===== src/verilog/msc_pkg.sv =====
// Package with command codes, limits, defaults and carriers for the MAC statistics bank.
// Notes on behaviour
// - Count every sent byte, retries included.
// - Preamble, headers, overhead and CRC bytes count.
// - Byte tally stops at its maximum.
// - Byte tally loads 32-bit writes, resets zero.
// - Signal level holds last data packet magnitude.
// - Signal level reads zero until first packet.
// - Bad-packet tally counts CRC errors, saturates.
// - Writes load the bad-packet, good-packet and timeout tallies.
// - Sleep periods never clear bad-packet tally.
// - Good frames counted, acknowledgments not, saturating.
// - Acknowledgment timeouts counted, saturating.
// - Acked unicast attempts counted while resends enabled.
// - All tallies volatile, defaults after reset.
// - Role 0 to 6, 5 unused, default 0.
// - Indirect coordinator holds unicasts; poller polls periodically.
// - Routing roles repeat received broadcasts.
// - Option bit 2 selects block-chained cipher.
// - Flood hops 0..32, capped by path hops.
// - Path hops 1..32, default 7.
// - Mesh resends 0..7, default 1, nonzero requests acks.
// - Relay delay 1..5 slots, default 3.
// - Nonzero link resends request acks, bound retransmits.
package msc_pkg;

  localparam logic [3:0] SEL_SENT_BYTE = 4'h0;
  localparam logic [3:0] SEL_SIGNAL = 4'h1;
  localparam logic [3:0] SEL_BAD_PKT = 4'h2;
  localparam logic [3:0] SEL_GOOD_PKT = 4'h3;
  localparam logic [3:0] SEL_ACK_TIMEOUT = 4'h4;
  localparam logic [3:0] SEL_SEND_FAIL = 4'h5;
  localparam logic [3:0] SEL_ACKED_SEND = 4'h6;
  localparam logic [3:0] SEL_ROLE = 4'h7;
  localparam logic [3:0] SEL_LEGACY = 4'h8;
  localparam logic [3:0] SEL_FLOOD_HOP = 4'h9;
  localparam logic [3:0] SEL_PATH_HOP = 4'hA;
  localparam logic [3:0] SEL_MESH_RESEND = 4'hB;
  localparam logic [3:0] SEL_RELAY_DELAY = 4'hC;
  localparam logic [3:0] SEL_LINK_RESEND = 4'hD;

  localparam logic [31:0] BYTE_TALLY_MAX = 32'h0FFFFFFF;
  localparam logic [15:0] EVENT_TALLY_MAX = 16'hFFFF;
  localparam logic [7:0] SIGNAL_MIN = 8'h28;
  localparam logic [7:0] SIGNAL_MAX = 8'h6E;
  localparam logic [2:0] ROLE_UNUSED = 3'h5;
  localparam logic [2:0] ROLE_MAX = 3'h6;
  localparam int LEGACY_CBC_BIT = 2;
  localparam logic [7:0] LEGACY_RESET = 8'h04;
  localparam logic [5:0] HOP_MAX = 6'h20;
  localparam logic [5:0] FLOOD_HOP_RESET = 6'h00;
  localparam logic [5:0] PATH_HOP_RESET = 6'h07;
  localparam logic [2:0] MESH_RESEND_RESET = 3'h1;
  localparam logic [2:0] RELAY_MIN = 3'h1;
  localparam logic [2:0] RELAY_MAX = 3'h5;
  localparam logic [2:0] RELAY_RESET = 3'h3;
  localparam logic [3:0] LINK_RESEND_RESET = 4'hA;
  localparam logic [15:0] LFSR_SEED = 16'hACE1;

  localparam int CLK_HZ = 20000000;
  localparam int POLL_PERIOD_MS = 100;
  localparam int POLL_CYCLES = POLL_PERIOD_MS * (CLK_HZ / 1000);

  typedef enum logic [2:0] {
    MSC_ROLE_ROUTER,
    MSC_ROLE_INDIRECT_COORD,
    MSC_ROLE_NONROUTING,
    MSC_ROLE_NONROUTING_COORD,
    MSC_ROLE_POLLER,
    MSC_ROLE_RESERVED,
    MSC_ROLE_NONROUTING_POLLER
  } msc_role_type;

  typedef struct packed {
    logic valid;
    logic write;
    logic [3:0] sel;
    logic [31:0] wdata;
  } msc_cmd_type;

  typedef struct packed {
    logic valid;
    logic err;
    logic [31:0] rdata;
  } msc_rsp_type;

  typedef struct packed {
    logic done;
    logic crc_ok;
    logic hdr_ok;
    logic is_ack;
    logic is_data;
    logic [7:0] level;
  } msc_rx_type;

  typedef struct packed {
    logic broadcast_ok;
    logic hold_indirect;
    logic poll_req;
    logic cipher_cbc;
    logic [5:0] flood_hops;
    logic [5:0] path_hops;
    logic mesh_ack_req;
    logic [3:0] mesh_max_sends;
    logic link_ack_req;
    logic [3:0] link_max_resends;
    logic relay_valid;
    logic [2:0] relay_slots;
  } msc_ctl_type;

endpackage


===== src/verilog/msc_stats.sv =====
// MAC statistics tallies and mesh configuration bank behind the serial command port.
`timescale 1ns/1ns
`default_nettype none

module msc_stats #(
  parameter int POLL_CYCLES = msc_pkg::POLL_CYCLES
) (
  input wire logic mclk, // System clock, 20 MHz.
  input wire logic nrst, // Asynchronous reset, active low.
  input wire msc_pkg::msc_cmd_type cmd, // Command from the serial front end.
  output msc_pkg::msc_rsp_type rsp, // Answer one cycle after a command.
  input wire logic tx_byte, // One pulse per byte put on the air.
  input wire msc_pkg::msc_rx_type rx, // Receive packet outcome.
  input wire logic ack_timeout, // Link acknowledgment wait expired.
  input wire logic unicast_sent, // Link unicast transmission started.
  input wire logic send_fail, // Transmission finally failed.
  input wire logic relay_req, // Request a random relay delay.
  input wire logic sleep_active, // Device is in a sleep period.
  output msc_pkg::msc_ctl_type ctl // Derived controls for the radio.
);

  ////////////////////////////////////////////////////////////////////////////
  // Storage.

  logic [31:0] sent_byte_tally;
  logic [7:0] last_signal_level;
  logic [15:0] bad_packet_tally;
  logic [15:0] good_packet_tally;
  logic [15:0] ack_timeout_tally;
  logic [15:0] send_fail_tally;
  logic [15:0] acked_send_tally;
  msc_pkg::msc_role_type role;
  logic [7:0] legacy_options;
  logic [5:0] flood_hop_limit;
  logic [5:0] path_hop_limit;
  logic [2:0] mesh_resend_limit;
  logic [2:0] relay_delay_slots;
  logic [3:0] link_resend_limit;
  logic [15:0] lfsr;
  logic [31:0] poll_count;
  logic sleep_seen;

  logic wr_ok;
  logic wr_err;
  logic [31:0] rd_value;
  logic rx_good;

  function automatic logic [15:0] sat_inc16(input logic [15:0] value, input logic hit);
    if (hit && value != msc_pkg::EVENT_TALLY_MAX) begin
      sat_inc16 = value + 16'h0001;
    end else begin
      sat_inc16 = value;
    end
  endfunction

  function automatic logic wr_to(input logic [3:0] sel);
    wr_to = wr_ok && cmd.sel == sel;
  endfunction

  ////////////////////////////////////////////////////////////////////////////
  // Command decode and range checks.

  always_comb begin
    wr_err = 1'b0;
    if (cmd.sel == msc_pkg::SEL_SIGNAL) begin
      wr_err = 1'b1;
    end else if (cmd.sel == msc_pkg::SEL_SEND_FAIL) begin
      wr_err = 1'b1;
    end else if (cmd.sel == msc_pkg::SEL_ACKED_SEND) begin
      wr_err = 1'b1;
    end else if (cmd.sel == msc_pkg::SEL_BAD_PKT || cmd.sel == msc_pkg::SEL_GOOD_PKT
                 || cmd.sel == msc_pkg::SEL_ACK_TIMEOUT) begin
      wr_err = cmd.wdata[31:16] != 16'h0000;
    end else if (cmd.sel == msc_pkg::SEL_ROLE) begin
      wr_err = cmd.wdata > 32'(msc_pkg::ROLE_MAX) || cmd.wdata == 32'(msc_pkg::ROLE_UNUSED);
    end else if (cmd.sel == msc_pkg::SEL_LEGACY) begin
      wr_err = cmd.wdata[31:8] != 24'h000000;
    end else if (cmd.sel == msc_pkg::SEL_FLOOD_HOP) begin
      wr_err = cmd.wdata > 32'(msc_pkg::HOP_MAX);
    end else if (cmd.sel == msc_pkg::SEL_PATH_HOP) begin
      wr_err = cmd.wdata == 32'h00000000 || cmd.wdata > 32'(msc_pkg::HOP_MAX);
    end else if (cmd.sel == msc_pkg::SEL_MESH_RESEND) begin
      wr_err = cmd.wdata[31:3] != 29'h00000000;
    end else if (cmd.sel == msc_pkg::SEL_RELAY_DELAY) begin
      wr_err = cmd.wdata < 32'(msc_pkg::RELAY_MIN) || cmd.wdata > 32'(msc_pkg::RELAY_MAX);
    end else if (cmd.sel == msc_pkg::SEL_LINK_RESEND) begin
      wr_err = cmd.wdata[31:4] != 28'h0000000;
    end else if (cmd.sel != msc_pkg::SEL_SENT_BYTE) begin
      wr_err = 1'b1;
    end
  end

  assign wr_ok = cmd.valid && cmd.write && !wr_err;
  assign rx_good = rx.done && rx.crc_ok && rx.hdr_ok;

  // Reads only select a value; nothing is updated by them.
  always_comb begin
    rd_value = 32'h00000000;
    if (cmd.sel == msc_pkg::SEL_SENT_BYTE) begin
      rd_value = sent_byte_tally;
    end else if (cmd.sel == msc_pkg::SEL_SIGNAL) begin
      rd_value = {24'h000000, last_signal_level};
    end else if (cmd.sel == msc_pkg::SEL_BAD_PKT) begin
      rd_value = {16'h0000, bad_packet_tally};
    end else if (cmd.sel == msc_pkg::SEL_GOOD_PKT) begin
      rd_value = {16'h0000, good_packet_tally};
    end else if (cmd.sel == msc_pkg::SEL_ACK_TIMEOUT) begin
      rd_value = {16'h0000, ack_timeout_tally};
    end else if (cmd.sel == msc_pkg::SEL_SEND_FAIL) begin
      rd_value = {16'h0000, send_fail_tally};
    end else if (cmd.sel == msc_pkg::SEL_ACKED_SEND) begin
      rd_value = {16'h0000, acked_send_tally};
    end else if (cmd.sel == msc_pkg::SEL_ROLE) begin
      rd_value = {29'h00000000, role};
    end else if (cmd.sel == msc_pkg::SEL_LEGACY) begin
      rd_value = {24'h000000, legacy_options};
    end else if (cmd.sel == msc_pkg::SEL_FLOOD_HOP) begin
      rd_value = {26'h0000000, flood_hop_limit};
    end else if (cmd.sel == msc_pkg::SEL_PATH_HOP) begin
      rd_value = {26'h0000000, path_hop_limit};
    end else if (cmd.sel == msc_pkg::SEL_MESH_RESEND) begin
      rd_value = {29'h00000000, mesh_resend_limit};
    end else if (cmd.sel == msc_pkg::SEL_RELAY_DELAY) begin
      rd_value = {29'h00000000, relay_delay_slots};
    end else if (cmd.sel == msc_pkg::SEL_LINK_RESEND) begin
      rd_value = {28'h0000000, link_resend_limit};
    end
  end

  always_ff @(posedge mclk or negedge nrst) begin
    if (!nrst) begin
      rsp <= '0;
    end else begin
      rsp.valid <= cmd.valid;
      rsp.err <= cmd.valid && cmd.write && wr_err;
      rsp.rdata <= (cmd.valid && !cmd.write) ? rd_value : 32'h00000000;
    end
  end

  ////////////////////////////////////////////////////////////////////////////
  // Tallies. A load and an event in the same cycle count the event on top.

  // Every byte strobe counts; the radio strobes preamble, headers and CRC too.
  always_ff @(posedge mclk or negedge nrst) begin
    if (!nrst) begin
      sent_byte_tally <= 32'h00000000;
    end else if (wr_to(msc_pkg::SEL_SENT_BYTE)) begin
      if (tx_byte && cmd.wdata < msc_pkg::BYTE_TALLY_MAX) begin
        sent_byte_tally <= cmd.wdata + 32'h00000001;
      end else begin
        sent_byte_tally <= cmd.wdata;
      end
    end else if (tx_byte && sent_byte_tally < msc_pkg::BYTE_TALLY_MAX) begin
      sent_byte_tally <= sent_byte_tally + 32'h00000001;
    end
  end

  always_ff @(posedge mclk or negedge nrst) begin
    if (!nrst) begin
      last_signal_level <= 8'h00;
    end else if (rx_good && rx.is_data && !rx.is_ack) begin
      if (rx.level < msc_pkg::SIGNAL_MIN) begin
        last_signal_level <= msc_pkg::SIGNAL_MIN;
      end else if (rx.level > msc_pkg::SIGNAL_MAX) begin
        last_signal_level <= msc_pkg::SIGNAL_MAX;
      end else begin
        last_signal_level <= rx.level;
      end
    end
  end

  // Sleep is deliberately absent from this process, so sleeping never clears it.
  always_ff @(posedge mclk or negedge nrst) begin
    if (!nrst) begin
      bad_packet_tally <= 16'h0000;
    end else if (wr_to(msc_pkg::SEL_BAD_PKT)) begin
      bad_packet_tally <= sat_inc16(cmd.wdata[15:0], rx.done && !rx.crc_ok);
    end else begin
      bad_packet_tally <= sat_inc16(bad_packet_tally, rx.done && !rx.crc_ok);
    end
  end

  always_ff @(posedge mclk or negedge nrst) begin
    if (!nrst) begin
      good_packet_tally <= 16'h0000;
    end else if (wr_to(msc_pkg::SEL_GOOD_PKT)) begin
      good_packet_tally <= sat_inc16(cmd.wdata[15:0], rx_good && !rx.is_ack);
    end else begin
      good_packet_tally <= sat_inc16(good_packet_tally, rx_good && !rx.is_ack);
    end
  end

  always_ff @(posedge mclk or negedge nrst) begin
    if (!nrst) begin
      ack_timeout_tally <= 16'h0000;
    end else if (wr_to(msc_pkg::SEL_ACK_TIMEOUT)) begin
      ack_timeout_tally <= sat_inc16(cmd.wdata[15:0], ack_timeout);
    end else begin
      ack_timeout_tally <= sat_inc16(ack_timeout_tally, ack_timeout);
    end
  end

  always_ff @(posedge mclk or negedge nrst) begin
    if (!nrst) begin
      send_fail_tally <= 16'h0000;
    end else begin
      send_fail_tally <= sat_inc16(send_fail_tally, send_fail);
    end
  end

  always_ff @(posedge mclk or negedge nrst) begin
    if (!nrst) begin
      acked_send_tally <= 16'h0000;
    end else begin
      acked_send_tally <= sat_inc16(acked_send_tally,
                                    unicast_sent && link_resend_limit != 4'h0);
    end
  end

  // Kept only to show sleep has no path into any tally.
  always_ff @(posedge mclk or negedge nrst) begin
    if (!nrst) begin
      sleep_seen <= 1'b0;
    end else begin
      sleep_seen <= sleep_active;
    end
  end

  ////////////////////////////////////////////////////////////////////////////
  // Configuration registers.

  always_ff @(posedge mclk or negedge nrst) begin
    if (!nrst) begin
      role <= msc_pkg::MSC_ROLE_ROUTER;
      legacy_options <= msc_pkg::LEGACY_RESET;
      flood_hop_limit <= msc_pkg::FLOOD_HOP_RESET;
      path_hop_limit <= msc_pkg::PATH_HOP_RESET;
      mesh_resend_limit <= msc_pkg::MESH_RESEND_RESET;
      relay_delay_slots <= msc_pkg::RELAY_RESET;
      link_resend_limit <= msc_pkg::LINK_RESEND_RESET;
    end else begin
      if (wr_to(msc_pkg::SEL_ROLE)) begin
        role <= msc_pkg::msc_role_type'(cmd.wdata[2:0]);
      end
      if (wr_to(msc_pkg::SEL_LEGACY)) begin
        legacy_options <= cmd.wdata[7:0];
      end
      if (wr_to(msc_pkg::SEL_FLOOD_HOP)) begin
        flood_hop_limit <= cmd.wdata[5:0];
      end
      if (wr_to(msc_pkg::SEL_PATH_HOP)) begin
        path_hop_limit <= cmd.wdata[5:0];
      end
      if (wr_to(msc_pkg::SEL_MESH_RESEND)) begin
        mesh_resend_limit <= cmd.wdata[2:0];
      end
      if (wr_to(msc_pkg::SEL_RELAY_DELAY)) begin
        relay_delay_slots <= cmd.wdata[2:0];
      end
      if (wr_to(msc_pkg::SEL_LINK_RESEND)) begin
        link_resend_limit <= cmd.wdata[3:0];
      end
    end
  end

  ////////////////////////////////////////////////////////////////////////////
  // Derived controls.

  always_ff @(posedge mclk or negedge nrst) begin
    if (!nrst) begin
      lfsr <= msc_pkg::LFSR_SEED;
    end else begin
      lfsr <= {lfsr[14:0], lfsr[15] ^ lfsr[13] ^ lfsr[12] ^ lfsr[10]};
    end
  end

  always_ff @(posedge mclk or negedge nrst) begin
    if (!nrst) begin
      poll_count <= 32'h00000000;
    end else if (role != msc_pkg::MSC_ROLE_POLLER
                 && role != msc_pkg::MSC_ROLE_NONROUTING_POLLER) begin
      poll_count <= 32'h00000000;
    end else if (poll_count >= 32'(POLL_CYCLES - 1)) begin
      poll_count <= 32'h00000000;
    end else begin
      poll_count <= poll_count + 32'h00000001;
    end
  end

  always_ff @(posedge mclk or negedge nrst) begin
    if (!nrst) begin
      ctl <= '0;
    end else begin
      ctl.broadcast_ok <= role == msc_pkg::MSC_ROLE_ROUTER
                          || role == msc_pkg::MSC_ROLE_INDIRECT_COORD
                          || role == msc_pkg::MSC_ROLE_POLLER;
      ctl.hold_indirect <= role == msc_pkg::MSC_ROLE_INDIRECT_COORD;
      ctl.poll_req <= (role == msc_pkg::MSC_ROLE_POLLER
                       || role == msc_pkg::MSC_ROLE_NONROUTING_POLLER)
                      && poll_count >= 32'(POLL_CYCLES - 1);
      ctl.cipher_cbc <= legacy_options[msc_pkg::LEGACY_CBC_BIT];
      ctl.flood_hops <= (flood_hop_limit > path_hop_limit) ? path_hop_limit
                                                           : flood_hop_limit;
      ctl.path_hops <= path_hop_limit;
      ctl.mesh_ack_req <= mesh_resend_limit != 3'h0;
      ctl.mesh_max_sends <= {1'b0, mesh_resend_limit} + 4'h1;
      ctl.link_ack_req <= link_resend_limit != 4'h0;
      ctl.link_max_resends <= link_resend_limit;
      ctl.relay_valid <= relay_req;
      if (relay_req) begin
        ctl.relay_slots <= 3'(lfsr[7:0] % ({5'h00, relay_delay_slots} + 8'h01));
      end
    end
  end

endmodule

`default_nettype wire

===== config.mk =====
export PLATFORM = sky130hd
export DESIGN_NAME = msc_stats
export DESIGN_NICKNAME = d
export VERILOG_FILES = /design/src/verilog/msc_pkg.sv /design/src/verilog/msc_stats.sv
export SDC_FILE = /design/constraint.sdc
export NUM_CORES = 1
export LEC_CHECK = 0
export BUFFER_PORTS_ARGS = -buffer_cell sky130_fd_sc_hd__clkbuf_2
export CAP_MARGIN = 20
export CORE_UTILIZATION = 55
export CTS_CLUSTER_SIZE = 24
export DETAILED_ROUTE_END_ITERATION = 8
export PLACE_DENSITY = 0.79
export SYNTH_ARGS = -nofsm -noshare
export SYNTH_HDL_FRONTEND = slang
export SYNTH_SLANG_ARGS = --single-unit

===== constraint.sdc =====
create_clock -name mclk -period 28.1 [get_ports mclk]
set_input_delay 2.81 -clock mclk [delete_from_list [all_inputs] [get_ports mclk]]
set_output_delay 2.81 -clock mclk [all_outputs]
set_load 0.1 [all_outputs]

; Word level (Yosys, flattened, before mapping)
; Cells that the tools add are included.
[totals]
wordCells = 185
reg_bits = 265
[classes]
bitwise_logic = 3
div_mod_pow = 1
n_eq_ne = 25
n_addsub = 11
order_cmp = 10
reduce_logical = 60
muxes = 44
[ops]
columns = operator, count
row1 = $mux 16, 15
row2 = $mux 32, 7
row3 = $add 16x1->16 const B, 6
row4 = $add 32x1->32 const B, 3
row5 = $ne 16x16->1 const B, 6
row6 = $gt 32x3->1 const B, 2
row7 = $lt 32x28->1 const B, 2
row8 = $logic_and 1x1->1, 34
row9 = $eq 32x3->1 const B, 1
row10 = $ge 32x21->1 const B, 1
row11 = $gt 32x6->1 const B, 1
row12 = $logic_not 32->1, 1
row13 = $lt 32x1->1 const B, 1
row14 = $mux 8, 4
row15 = $reduce_bool 29->1, 1
row16 = $reduce_bool 28->1, 1
row17 = $eq 4x4->1 const B, 6
row18 = $reduce_bool 24->1, 1
row19 = $mux 6, 3
row20 = $eq 4x3->1 const B, 4
row21 = $reduce_bool 16->1, 1
row22 = $mux 1, 12
row23 = $mux 4, 3
row24 = $add 3x1->4 const B, 2
row25 = other kinds (17), 36

; Longest topological paths before layout
[logic_depth]
ltp_word = 17
mapped_depth = 55
ltp_nobuf = 54

; Least setup slack after synthesis
; Ideal clock, no wire load.
[synth_timing]
path_kind = reg2reg
from = reg relay_delay_slots[0]
to = reg ctl[0] (netlist name)
arrival_time_ns = 10.884
t_required_ns = 28.029
slack_ns = 17.145
path_stages_with_launch = 50
n_path_buf = 1
setup_ns = 0.071
path_cell_list = dfstp_2 ha_1 inv_1 and2_1 a21oi_1 a21oi_1 ha_1 or4b_1 nand3_1 and3_2 nor2_1 ha_1 and2_0 a41o_1 o31ai_1 a31oi_1 ha_1 or3_1 [14 not listed] buf_6 nor2_1 a21oi_1 ha_1 o21a_1 o21a_1 o21ai_0 or2b_1 or3_4 o21bai_4 mux2i_1 fa_1 a21o_1 a31oi_1 o311a_1 nand4_1 or4b_1 nand3_1
[synth_between]
elab_chain_len = 2
[synth_lines]
columns = element, line
row1 = "start, declared", msc_stats.sv:37  ; logic [2:0] relay_delay_slots;
row2 = "start signal, assigned", msc_stats.sv:239  ; relay_delay_slots <= msc_pkg::RELAY_RESET;
row3 = "start signal, assigned", msc_stats.sv:258  ; relay_delay_slots <= cmd.wdata[2:0];
row4 = $add 3x1->4, msc_stats.sv:311  ; ctl.relay_slots <= 3'(lfsr[7:0] % ({5'h00, relay_delay_slots} + 8'h01));
row5 = $mod 8x8->8, msc_stats.sv:311
row6 = "end, declared", msc_stats.sv:19  ; output msc_pkg::msc_ctl_type ctl
; Every way passes these cells.
; A chain may end at the register's enable or synchronous reset.

; Final worst setup path
; Same ends and word-level chain as after synthesis.

==> reports/results.ini <==
[outcome]
status = complete, no violations

[final_layout]
area.growth.synth_to_final_pct = 12.17
layout_common_cells = dfrtp_1, nor2_1, nand2_1
antenna_cells = 0
drive_above_1_share = 0.1518
final_common_cell = dfrtp_1
finalNetCount = 1864
fill_cells = 2189

[synthesis]
synth_cells = 1664
synth_cell_types = 86
synth_ff_type = dfrtp_1
ys_seq_elements = 265
async_flop_share = 1.000
ys.warnings.count = 0
post_synth.cell_area_avg_um2 = 9.154
synth_edf_count = 0
netlist_area_um2 = 15230
synth_seq_area_share = 0.4368

[clock_network]
clockBufferDepth = 3
holdBufCountCts = 0
clkTransAtPathRegs_ns = 0.06
root_buffer = clkbuf_16
cts_resized = 0
cts_tree = done
post_cts_buffers = 0
cts_buffers = 29
ctsHtreeMaxLevel = 1
cts.sinks = 265
clock_latency_ns = 0.56

[setup_path]
worst_setup_path_end_kind = flop
crit_fanout = 12
path_class = flop to flop
r2r-start = relay_delay_slots[0]
required_ns = 28.59
cpPeakStageDelay_ns = 0.68
worst_setup_path_start_kind = flop
critPathSlowestCell = dfstp_2
critPathLaunch = relay_delay_slots[0]
cpMostUsedCell = ha_1
cp.arrival_ns = 13.05

[sta]
hold_violations = 0
fin_tns_setup_ns = 0
fmax_mhz = 79.64
setup_viol = 0
rsz0062_at_grt = no
worstMarginPinSlew_ns = 1.043
skew_ns = 0.02207
holdWs_ns = 0.3560
fin_crit_sh = 0.4468
relSlewSlack = 0.3014
min_period_ns = 12.56
maxSlewViolCount = 0

[power]
p_leak_nw = 7.631
vdd_ir_drop_max_v = 0.00005826
power_density_nw_per_um2 = 70.83
power.total_mw = 1.210

[route]
wl_per_cell_um = 17.82
viasPerCell = 6.002
wirelength_mm = 37.79
dr.pass1.iters = 5
drtIter0Drc = 1384
remaining_drc_errors = 0
vias = 12720
antenna_left = 0

[floorplanning]
die_h_um = 168.4
design.core.area_um2 = 27030
initial_core_util = 0.5636
dieArea_um2 = 28360
rows = 60
die_x_um = 168.4
ioPinCount = 123

[global_route]
grt_overflow_total = 0
grtUsageTotal = 0.2699
grt_pass1_vias = 11980
grt_pass1_wl_mm = 61.58
grt_max_degree = 124
grt_antenna_before_repair = 0

[placed_design]
io_buffers = 121
gp_congestion = 0.9402
hpwl_mm = 27.02

[hold_path]
min_from = lfsr[8]
holdCritPathClass = flop to flop

[job]
max-cap-violations = 0

[cells in the mapped netlist, types with 7 or more instances]
| cell | n | share of area |
|---|---|---|
| inv_1 | 37 | 0.0091 |
| nor2_1 | 199 | 0.049 |
| nand2_1 | 186 | 0.046 |
| a22o_1 | 7 | 0.0040 |
| and2_1 | 29 | 0.012 |
| mux2i_1 | 10 | 0.0066 |
| dfstp_2 | 17 | 0.029 |
| o31ai_1 | 8 | 0.0039 |
| nand2b_1 | 9 | 0.0037 |
| or3_1 | 7 | 0.0029 |
| nor4_1 | 13 | 0.0053 |
| a21o_1 | 7 | 0.0034 |
| clkbuf_1 | 69 | 0.017 |
| a31oi_1 | 9 | 0.0037 |
| a32oi_1 | 9 | 0.0052 |
| o22ai_1 | 12 | 0.0049 |
| o21ai_0 | 69 | 0.023 |
| nor2b_1 | 12 | 0.0049 |
| dfrtp_1 | 248 | 0.41 |
| a21oi_1 | 106 | 0.035 |
| and4_1 | 9 | 0.0052 |
| xnor2_1 | 116 | 0.067 |
| nor3_1 | 39 | 0.013 |
| o21a_1 | 16 | 0.0079 |
| and3_1 | 31 | 0.013 |
| a221oi_1 | 17 | 0.0098 |
| mux2_2 | 49 | 0.036 |
| xor2_1 | 77 | 0.044 |
| nand4_1 | 34 | 0.014 |
| ha_1 | 45 | 0.037 |
| nand3_1 | 69 | 0.023 |
[cells by family after synthesis]
kind of cell               count (synthesis)  synth area share
AOI/OAI and AO/OA                        317            0.1342
xor gates and xnor gates                 193            0.1110
adders and majority gates                 46           0.03828
buffers and inverters                    114           0.02867
DFF                                      265            0.4368
muxes                                     59           0.04280
other                                      1         0.0002462
and+or+nand+nor                          669            0.2081
[area by class of cell]
cell class | instances | area [um2] | share of cell area
multi-input combinational | 1295 | 8195 | 0.4797
timing repair buffer | 130 | 690.7 | 0.04042
tap | 341 | 426.7 | 0.02497
sequential | 265 | 6653 | 0.3894
clock inverter | 12 | 153.9 | 0.009008
inverter | 38 | 142.6 | 0.008349
clock buffer | 39 | 823.3 | 0.04819
[flip-flops by register name, summed over array words and instances, names as in the netlist, 4 cells and up]
signal             cells
lfsr                  16
flood_hop_limit        6
path_hop_limit         6
link_resend_limit      4
ctl                   30
bad_packet_tally      16
rsp                   34
sent_byte_tally       32
poll_count            32
good_packet_tally     16
send_fail_tally       16
ack_timeout_tally     16
acked_send_tally      16
legacy_options         8
last_signal_level      8
[where the power goes]
group	total (mW)	switching (mW)	internal, mW
combinational	0.359	0.211	0.148
clock	0.390	0.158	0.232
sequential	0.460	0.0437	0.417
[metal layers]
metal	share of wire	wire length, um	GRT usage	up-vias
met5	0	0	0	-
met4	0.030	1126	0.08933	0
met3	0.079	2973	0.04208	87
met2	0.45	17130	0.4276	546
met1	0.44	16560	0.3795	6075
li1	-	-	-	6016
[worst paths after layout]
path,end,slack (ns),cells after the start
worst max-delay path,ctl[0],15.54,49
max in group asynchronous,ctl[1],24.19,2
worst min-delay path,lfsr[9],0.36,0
min in group asynchronous,rsp[15],2.33,1
worst max register to register,ctl[0],15.54,49
worst min register to register,lfsr[9],0.36,0
[worst max-delay path: cells and delay by family (launching register included)]
kind            cells  cell delay [ns]
fa+ha+maj           8             2.51
compound gates     22             5.21
flops               1             0.68
simple gates       17             3.49
mux                 2             0.57
[per-stage QoR]
step | area, um2 | instances | util | setup slack (ns)
after floorplan | 15270 | 1674 | - | 17.15
after global placement | 16090 | 2068 | 0.5955 | 15.98
after detailed placement | 16090 | 2068 | 0.5955 | 15.74
after CTS | 17070 | 2119 | 0.6316 | 15.69
after global routing | 17090 | 2120 | 0.6322 | 14.67
final | 17090 | 2120 | 0.6322 | 15.54
No activity file was read; power rests on OpenSTA's default activity.
